$ cat config.mk
export PLATFORM = sky130hd
export DESIGN_NAME = mmseq_top
export DESIGN_NICKNAME = d
export VERILOG_FILES = /design/src/hw/mmseq_pkg.sv /design/src/hw/mmseq_sync.sv /design/src/hw/mmseq_top.sv
export VERILOG_INCLUDE_DIRS = /design/src /design/src/hw
export SDC_FILE = /design/constraint.sdc
export NUM_CORES = 1
export LEC_CHECK = 0
export BUFFER_PORTS_ARGS = -buffer_cell sky130_fd_sc_hd__buf_2
export CORE_UTILIZATION = 47
export DETAILED_ROUTE_END_ITERATION = 6
export GPL_TIMING_DRIVEN = 0
export PLACE_DENSITY = 0.76
export SLEW_MARGIN = 10
export SYNTH_ARGS = -nofsm -noshare
export SYNTH_HDL_FRONTEND = slang
export SYNTH_SLANG_ARGS = --single-unit
$ cat constraint.sdc
create_clock -name mclk -period 9.83 [get_ports mclk]
set_clock_uncertainty 0.05 [all_clocks]
set_input_delay 0.983 -clock mclk [delete_from_list [all_inputs] [get_ports mclk]]
set_output_delay 0.983 -clock mclk [all_outputs]
set_load 0.1 [all_outputs]
$ cat src/hw/mmseq_cfg.svh
`ifndef MMSEQ_CFG_SVH
`define MMSEQ_CFG_SVH

// ********************************************************************
// register indexes and byte addresses
// ********************************************************************
`define MMSEQ_IDX_CHAN    6'h04
`define MMSEQ_IDX_SKIP    6'h05
`define MMSEQ_IDX_ALT     6'h06
`define MMSEQ_IDX_TMO     6'h0F
`define MMSEQ_IDX_STAT    6'h30
`define MMSEQ_ADDR_CHAN   {`MMSEQ_IDX_CHAN, 2'h0}
`define MMSEQ_ADDR_SKIP   {`MMSEQ_IDX_SKIP, 2'h0}
`define MMSEQ_ADDR_ALT    {`MMSEQ_IDX_ALT, 2'h0}
`define MMSEQ_ADDR_TMO    {`MMSEQ_IDX_TMO, 2'h0}
`define MMSEQ_ADDR_STAT   {`MMSEQ_IDX_STAT, 2'h0}

// ********************************************************************
// field positions and reset values
// ********************************************************************
`define MMSEQ_CHAN_AUX1   4
`define MMSEQ_CHAN_AUX2   5
`define MMSEQ_CHAN_GND    7
`define MMSEQ_CHAN_WMASK  8'hBF
`define MMSEQ_ALT_BIT     7
`define MMSEQ_TMO_DIS_BIT 7
`define MMSEQ_CHAN_RST    8'h0F
`define MMSEQ_SKIP_RST    8'h00
`define MMSEQ_SLOT_AUX1   4'h8
`define MMSEQ_SLOT_AUX2   4'h9
`define MMSEQ_SLOT_GND    4'hA

// ********************************************************************
// timing
// ********************************************************************
`define MMSEQ_CLK_NS      50
`define MMSEQ_TMO_NS      45000
`define MMSEQ_TMO_CYC     (`MMSEQ_TMO_NS / `MMSEQ_CLK_NS)

`endif

$ cat src/hw/mmseq_pkg.sv
package mmseq_pkg;

    typedef enum logic [2:0] {
        MMSEQ_ST_HOLD = 3'b001,
        MMSEQ_ST_WAIT = 3'b010,
        MMSEQ_ST_RUN  = 3'b100
    } mmseq_state_e;

    typedef struct packed {
        logic       drive;
        logic       reversed;
        logic [3:0] slot;
    } mmseq_diff_s;

    typedef struct packed {
        logic [3:0] chan;
        logic       aux1;
        logic       aux2;
        logic       gnd;
        logic [3:0] skip_start;
        logic [3:0] skip_end;
        logic       alt;
    } mmseq_cfg_s;

endpackage

$ cat src/hw/mmseq_sync.sv
`timescale 1ns/1ps
module mmseq_sync #(
    parameter int W = 1
) (
    input  wire logic         mclk,
    input  wire logic         rst,
    input  wire logic [W-1:0] d,
    output logic      [W-1:0] q
);
    logic [W-1:0] meta_r;

    // first stage feeds only the second stage
    for (genvar i = 0; i < W; i++) begin : g_bit
        always_ff @(posedge mclk or posedge rst) begin
            if (rst) begin
                meta_r[i] <= 1'b0;
                q[i]      <= 1'b0;
            end else begin
                meta_r[i] <= d[i];
                q[i]      <= meta_r[i];
            end
        end
    end
endmodule // mmseq_sync

$ cat src/hw/mmseq_top.sv
// Implementation choices: register access over APB and the address map.
`timescale 1ns/1ps
`include "mmseq_cfg.svh"
module mmseq_top (
    input  wire logic               mclk,
    input  wire logic               rst,
    input  wire logic               psel,
    input  wire logic               penable,
    input  wire logic               pwrite,
    input  wire logic [7:0]         paddr,
    input  wire logic [31:0]        pwdata,
    output logic      [31:0]        prdata,
    output logic                    pready,
    output logic                    pslverr,
    input  wire logic               slot_step_pulse,
    input  wire logic               enable_n_pin,
    input  wire logic               enable_float,
    input  wire logic               vcc_present,
    input  wire logic               skip_hold_pin,
    input  wire logic [3:0]         bus_voltage_input,
    output mmseq_pkg::mmseq_diff_s  diff_out,
    output logic                    bus_voltages_valid_oe
);
    // ****************************************************************
    // pin synchronisers
    // ****************************************************************
    logic [8:0] pins_s;
    logic       sel_s;
    logic       en_n_s;
    logic       float_s;
    logic       vcc_s;
    logic       hold_s;
    logic [3:0] bv_s;

    mmseq_sync #(.W(9)) u_sync (
        .mclk (mclk),
        .rst  (rst),
        .d    ({slot_step_pulse, enable_n_pin, enable_float, vcc_present,
                skip_hold_pin, bus_voltage_input}),
        .q    (pins_s)
    );
    assign {sel_s, en_n_s, float_s, vcc_s, hold_s, bv_s} = pins_s;

    // ****************************************************************
    // apb register file
    // ****************************************************************
    logic [7:0]  chan_r, chan_nxt, skip_r, skip_nxt;
    logic        alt_r, alt_nxt, tmo_dis_r, tmo_dis_nxt;
    logic [31:0] prdata_nxt;
    logic        pready_nxt, pslverr_nxt, wr_en;
    logic [31:0] stat_w;

    always_comb begin
        chan_nxt    = chan_r;
        skip_nxt    = skip_r;
        alt_nxt     = alt_r;
        tmo_dis_nxt = tmo_dis_r;
        prdata_nxt  = prdata;
        pslverr_nxt = pslverr;
        pready_nxt  = psel & ~penable;
        wr_en       = psel & penable & pready & pwrite & ~pslverr;
        if (psel & ~penable) begin
            pslverr_nxt = 1'b0;
            if (paddr == `MMSEQ_ADDR_CHAN) begin
                prdata_nxt = {24'h000000, chan_r};
            end else if (paddr == `MMSEQ_ADDR_SKIP) begin
                prdata_nxt = {24'h000000, skip_r};
            end else if (paddr == `MMSEQ_ADDR_ALT) begin
                prdata_nxt = {24'h000000, alt_r, 7'h00};
            end else if (paddr == `MMSEQ_ADDR_TMO) begin
                prdata_nxt = {24'h000000, tmo_dis_r, 7'h00};
            end else if (paddr == `MMSEQ_ADDR_STAT) begin
                prdata_nxt = pwrite ? 32'h00000000 : stat_w;
                pslverr_nxt = pwrite;
            end else begin
                prdata_nxt  = 32'h00000000;
                pslverr_nxt = 1'b1;
            end
        end
        if (wr_en) begin
            if (paddr == `MMSEQ_ADDR_CHAN) begin
                chan_nxt = pwdata[7:0] & `MMSEQ_CHAN_WMASK;
            end else if (paddr == `MMSEQ_ADDR_SKIP) begin
                skip_nxt = pwdata[7:0];
            end else if (paddr == `MMSEQ_ADDR_ALT) begin
                alt_nxt = pwdata[`MMSEQ_ALT_BIT];
            end else if (paddr == `MMSEQ_ADDR_TMO) begin
                tmo_dis_nxt = pwdata[`MMSEQ_TMO_DIS_BIT];
            end
        end
    end

    always_ff @(posedge mclk or posedge rst) begin
        if (rst) begin
            chan_r    <= `MMSEQ_CHAN_RST;
            skip_r    <= `MMSEQ_SKIP_RST;
            alt_r     <= 1'b0;
            tmo_dis_r <= 1'b0;
            prdata    <= 32'h00000000;
            pready    <= 1'b0;
            pslverr   <= 1'b0;
        end else begin
            chan_r    <= chan_nxt;
            skip_r    <= skip_nxt;
            alt_r     <= alt_nxt;
            tmo_dis_r <= tmo_dis_nxt;
            prdata    <= prdata_nxt;
            pready    <= pready_nxt;
            pslverr   <= pslverr_nxt;
        end
    end

    // ****************************************************************
    // slot sequencer
    // ****************************************************************
    function automatic logic [10:0] slot_mask(input mmseq_pkg::mmseq_cfg_s c);
        slot_mask = {c.gnd, c.aux2, c.aux1, {2{c.chan[3]}}, {2{c.chan[2]}},
                     {2{c.chan[1]}}, {2{c.chan[0]}}};
    endfunction

    function automatic logic [3:0] slot_count(input logic [10:0] m);
        slot_count = 4'h0;
        for (int i = 0; i < 11; i++) begin
            slot_count = slot_count + {3'h0, m[i]};
        end
    endfunction

    // nth enabled slot, lowest code first
    function automatic logic [3:0] slot_pick(input logic [10:0] m, input logic [5:0] n);
        logic [5:0] k;
        k = 6'h00;
        slot_pick = 4'h0;
        for (int i = 0; i < 11; i++) begin
            if (m[i]) begin
                if (k == n) begin
                    slot_pick = 4'(i);
                end
                k = k + 6'h01;
            end
        end
    endfunction

    mmseq_pkg::mmseq_state_e st_r, st_nxt;
    mmseq_pkg::mmseq_cfg_s   cfg_r, cfg_nxt, cfg_live;
    mmseq_pkg::mmseq_diff_s  diff_nxt;
    logic [5:0] pos_r, pos_nxt, len_cur, ss_n, n_nxt;
    logic [9:0] lvl_cnt_r, lvl_cnt_nxt;
    logic       pol_r, pol_nxt, sel_d_r, func_prev_r;
    logic       func, standby, step, chg, tmo, ok_all, valid_nxt;

    assign cfg_live = '{chan: chan_r[3:0], aux1: chan_r[`MMSEQ_CHAN_AUX1],
                        aux2: chan_r[`MMSEQ_CHAN_AUX2], gnd: chan_r[`MMSEQ_CHAN_GND],
                        skip_start: skip_r[7:4], skip_end: skip_r[3:0],
                        alt: alt_r};
    assign func    = ~float_s & ~en_n_s;
    assign standby = ~float_s & en_n_s;
    assign step    = sel_s & ~sel_d_r;
    assign chg     = sel_s ^ sel_d_r;
    assign len_cur = 6'(cfg_r.skip_start) + 6'(slot_count(slot_mask(cfg_r)))
                   + 6'(cfg_r.skip_end);
    assign tmo     = (st_r == mmseq_pkg::MMSEQ_ST_RUN) & ~tmo_dis_r & ~chg
                   & (lvl_cnt_r == 10'(`MMSEQ_TMO_CYC - 1));
    assign stat_w  = {18'h00000, valid_nxt, st_r, 1'b0, diff_out.drive, pol_r, 1'b0,
                      pos_r};

    always_comb begin
        st_nxt      = st_r;
        pos_nxt     = pos_r;
        pol_nxt     = pol_r;
        cfg_nxt     = cfg_r;
        lvl_cnt_nxt = (chg || st_r != mmseq_pkg::MMSEQ_ST_RUN) ? 10'h000
                    : lvl_cnt_r + {9'h000, lvl_cnt_r != 10'h3FF};
        if (!func) begin
            st_nxt  = mmseq_pkg::MMSEQ_ST_HOLD;
            pos_nxt = 6'h00;
            pol_nxt = 1'b0;
        end else if (!func_prev_r || tmo) begin
            st_nxt  = mmseq_pkg::MMSEQ_ST_WAIT;
            pos_nxt = 6'h00;
            pol_nxt = 1'b0;
        end else if (step) begin
            case (st_r)
                mmseq_pkg::MMSEQ_ST_WAIT: begin
                    st_nxt  = mmseq_pkg::MMSEQ_ST_RUN;
                    pos_nxt = 6'h00;
                    cfg_nxt = cfg_live;
                end
                mmseq_pkg::MMSEQ_ST_RUN: begin
                    if (pos_r + 6'h01 >= len_cur) begin
                        pos_nxt = 6'h00;
                        pol_nxt = cfg_r.alt & ~pol_r;
                        cfg_nxt = cfg_live;
                    end else begin
                        pos_nxt = pos_r + 6'h01;
                    end
                end
                default: begin
                    st_nxt = st_r;
                end
            endcase
        end
        // own slots sit between the start and end idle windows
        ss_n  = 6'(cfg_nxt.skip_start);
        n_nxt = 6'(slot_count(slot_mask(cfg_nxt)));
        diff_nxt.drive    = (st_nxt == mmseq_pkg::MMSEQ_ST_RUN) && (pos_nxt >= ss_n)
                          && (pos_nxt < ss_n + n_nxt);
        diff_nxt.reversed = pol_nxt;
        diff_nxt.slot     = slot_pick(slot_mask(cfg_nxt), pos_nxt - ss_n);
        ok_all    = &(bv_s | ~chan_r[3:0]);
        valid_nxt = hold_s & (~vcc_s | standby | ~ok_all);
    end

    always_ff @(posedge mclk or posedge rst) begin
        if (rst) begin
            st_r                  <= mmseq_pkg::MMSEQ_ST_HOLD;
            pos_r                 <= 6'h00;
            pol_r                 <= 1'b0;
            cfg_r                 <= '0;
            lvl_cnt_r             <= 10'h000;
            sel_d_r               <= 1'b0;
            func_prev_r           <= 1'b0;
            diff_out              <= '0;
            bus_voltages_valid_oe <= 1'b0;
        end else begin
            st_r                  <= st_nxt;
            pos_r                 <= pos_nxt;
            pol_r                 <= pol_nxt;
            cfg_r                 <= cfg_nxt;
            lvl_cnt_r             <= lvl_cnt_nxt;
            sel_d_r               <= sel_s;
            func_prev_r           <= func;
            diff_out              <= diff_nxt;
            bus_voltages_valid_oe <= valid_nxt;
        end
    end

    logic run_step;
    assign run_step = func && func_prev_r && !tmo && step && st_r == mmseq_pkg::MMSEQ_ST_RUN;
endmodule // mmseq_top

[After elaboration in Yosys (flattened, before gate mapping)]
Cells that the tools add are included.
Storage, ports and cells
  logic and storage cells: 210
  register bits: 113
  output and inout bits: 41
Operators by class
  $lt $le $gt $ge: 3
  bitwise gates (word level): 32
  equality and inequality tests: 25
  muxes and demuxes: 61
  $add $sub $neg: 35
  reductions and logical operators: 13
Operators by type and width (count)
  $mux 14: 6
  $mux 6: 13
  $mux 4: 18
  $mux 16: 4
  $add 6x1->6 const B: 10
  $eq 6x6->1: 10
  $add 4x1->4: 14
  $pmux 16 s2: 1
  $eq 8x5->1 const B: 3
  $not 1->1: 14
  $and 1x1->1: 13
  $mux 1: 13
  $mux 3: 4
  $pmux 6 s2: 1
  $add 10x1->10: 1
  $add 4x4->5: 2
  $eq 10x10->1 const B: 1
  $mux 10: 1
  $ne 10x10->1 const B: 1
  $reduce_and 5->1: 2
  $ne 3x1->1 const B: 3
  $add 3x1->4: 2
  $eq 8x6->1 const B: 1
  $eq 8x8->1 const B: 1
  other kinds (22): 30

[Longest topological paths before layout]
  word-level depth: 40
  mapped depth: 31

[Cells and area by module]
Synthesis repeated with hierarchy kept, for this count alone.
Unflattened totals
  cells, all modules: 598
  area total of the unflattened synthesis: 5931.9 um^2
Modules (own cells, without submodules)
  mmseq_top: cells each 579, instances 1, area an instance 5477.8 um^2
  mmseq_sync: cells each 19, instances 1, area an instance 454.2 um^2

[Worst setup path after synthesis]
No wires, ideal clock.
  kind: register -> register
  start point: register cfg_r[2] (netlist bit)
  end point: register diff_out[5] (netlist bit)
  slack: 2.263 ns
  clock period less this slack: 7.567 ns
  stages on the path, launching flop included: 32
  path buffers: 1
  required time: 9.655 ns
  arrival time: 7.391 ns
  cell sequence: dfrtp_1 inv_1 fa_1 inv_1 fa_1 fa_1 ha_1 inv_1 fa_1 inv_1 a21o_1 a21oi_1 xor2_1 ha_1 nand2_1 o211a_1 a21boi_0 nor3_1 clkbuf_1 mux2i_1 inv_1 fa_1 fa_1 ha_1 fa_1 inv_1 ha_1 a21boi_0 o21a_1 o21ai_0 nand2b_1 a2111oi_0
RTL lines
  start, declared: RTL line mmseq_top.sv:144  | mmseq_pkg::mmseq_cfg_s cfg_r, cfg_nxt, cfg_live;
  start signal, assigned: RTL line mmseq_top.sv:228  | cfg_r <= cfg_nxt;
  end signal, assigned: RTL line mmseq_top.sv:232  | diff_out <= diff_nxt;
  end, declared: RTL line mmseq_top.sv:21  | output mmseq_pkg::mmseq_diff_s diff_out,

==> metrics <==
routability cong. 0.897; Most common cell on crit path fa_1; Mapped Cells 588; final wirelength 14.0 mm; CP delay by family, top adder cells; Crit. End Element flop; count leader, synth dfrtp_1; syn_area_per_cell 10.0 um^2; die area 0.0130 mm^2; share of post-route cells with drive strength above 1 19.5%; slowest CP cell a21boi_0; Hold Startpoint u_sync.meta_r[2]$_DFF_PP0_; layout net count 781; Post-synth EDFFs 0; Synth Register Bits 94; initial antenna violation count 0; WL/cell 16.6 um; PortBufs 50; CP startpoint cfg_r[12]$_DFF_PP0_; PD cells 124 mW/mm^2; Main synth FF type dfrtp_1; fill count 1078; Vias 4628; Critical Path Max Stage Delay 660 ps; Starting Density 48.8%; global-route wire length before repair 22.6 mm; setup repair bufs after CTS 0; class of the worst hold path flop to flop; Post-Layout Cell Count 841; Lkg Pwr 3.43 nW; crit path kind flop to flop; share of the synthesized area in the top cell type 37.7%; CP max FO 10; H-tree levels 3; Sw Share 26.0%; Hold Buf Count CTS 0; combinational share of power 11.0%; area leader, netlist dfrtp_1; Worst-Skew Late Latency 340 ps; Post-Route Utilization 55.9%; CP bufs+invs 7; CP Launch Type flop; placed cell area 0.00646 mm^2; Residual DRC 0; synth-to-layout area growth 14.6%; part of the power in registers 47.4%; Initial DRT Pass Iterations 5; First DRT Iteration DRCs 331; CTS buffer count 9; Slew Limit Fails 0; post-synthesis cell area 0.00591 mm^2; vias per std cell 5.50; clock sink count 94; row count 40; r2r startpoint cfg_r[12]$_DFF_PP0_; fin crit share 88.7%; Area contributors post-synth dfrtp_1, ha_1, fa_1; setup violators final 0; Register Area 0.00236 mm^2; final instance area 0.00677 mm^2; Ports 95; Total Routing Usage GR 22.7%; Slew @ Worst Pin 799 ps; most instantiated cells after synthesis dfrtp_1, nand2_1, ha_1, inv_1, nor2_1; Clk pin slew, worst setup/hold paths 60 ps; Internal Power 0.619 mW; clock share of power 41.6%; Die X 114 um; Worst slew margin 46.3%; Synth async-reset ratio 100%; largest net degree at the start of global routing 57; core area 0.0121 mm^2; detailed-placement wirelength estimate 10.9 mm; sequential share of the synthesized area 39.9%; multi-input logic area 0.00322 mm^2; Setup TNS Final 0 ps; Final Hold Viols 0; crit path time final 8720 ps; Max Clock Freq 115 MHz; antenna viol nets, final 0; Placed Cells incl. Taps 825; post-CTS sizing 0; Die Y 114 um; required time at the worst-slack endpoint 9950 ps; total gr overflow 0; status finished clean; Worst Setup Slack, final 1110 ps; VDD IR max 0.0915 mV; RSZ-0062 raised after global routing no; sw power 0.218 mW; Tot Pwr 0.837 mW; clk root buf clkbuf_16; total of max-cap violations 0; WP data arrival 8850 ps; clock tree buffer depth 2; library cells used by synthesis 69; synth warn 0; Antenna Cells 0; CTS tree yes; post-place setup slack 1110 ps; vias in the first global route 4552; Hold WS 298 ps
power groups by stage:
stage / Sequential [mW] / Clock (mW) / Combinational [mW]
6_report: 0.397 / 0.348 / 0.0920
2_1_floorplan: 0.416 / 0 / 0.0614
3_3_place_gp: 0.404 / 0 / 0.0889
3_5_place_dp: 0.404 / 0 / 0.0921
4_1_cts: 0.397 / 0.351 / 0.0923
5_1_grt: 0.397 / 0.369 / 0.0987
state kept, by name, summed over array words and instances (netlist names):
register / cells
u_sync.meta_r: 9
sel_d_r: 1
alt_r: 1
cfg_r: 16
skip_r: 8
bus_voltages_valid_oe: 1
chan_r: 7
pol_r: 1
st_r: 3
lvl_cnt_r: 10
prdata: 13
u_sync.q: 9
diff_out: 5
pslverr: 1
pos_r: 6
tmo_dis_r: 1
func_prev_r: 1
pready: 1
cell usage in the layout, fill, tap and decap left out, types with 16 or more instances in the layout:
cell type  instances
a21oi_1           21
nand2_1           54
nand3_1           24
buf_2             53
xor2_1            22
buf_4             20
fa_1              16
o21ai_0           17
nor2_1            32
mux2_2            18
dfrtp_1           89
conb_1            19
ha_1              43
inv_1             42
kinds of logic after synthesis:
logic type	synth area share, %
other	0.0635
AOI/OAI and AO/OA	11.7
buffers and inverters	6.74
and+or+nand+nor	17.0
muxes	4.28
adders and majority gates	14.5
xor gates and xnor gates	5.72
DFF	39.9
path summary, 6_finish.rpt:
path                       slack [ps]                          to  cells after the start
max in group asynchronous        8410       chan_r[2]$_DFFE_PP1P_                      3
setup / recovery                 1110       diff_out[5]$_DFF_PP0_                     31
min in group asynchronous         620  u_sync.meta_r[6]$_DFF_PP0_                      2
hold / removal                    300       u_sync.q[2]$_DFF_PP0_                      0
setup reg to reg                 1110       diff_out[5]$_DFF_PP0_                     31
hold reg to reg                   300       u_sync.q[2]$_DFF_PP0_                      0
metal layers:
metal | global-route usage [%] | share of wire, % | vias to the layer above
li1 | - | - | 2195
met1 | 30.7 | 45 | 2246
met2 | 37.1 | 47 | 162
met3 | 4.02 | 5.8 | 25
met4 | 7.62 | 2.2 | 0
met5 | 0 | 0 | -
area by class of cell:
class	instances	area share, %
tap	168	3.11
inverter	44	2.48
clock buffer	11	3.59
buffer	37	3.44
timing repair buffer	51	4.11
sequential	94	34.9
multi-input combinational	431	47.5
clock inverter	5	0.888
Power figures use the tool's default switching activity.
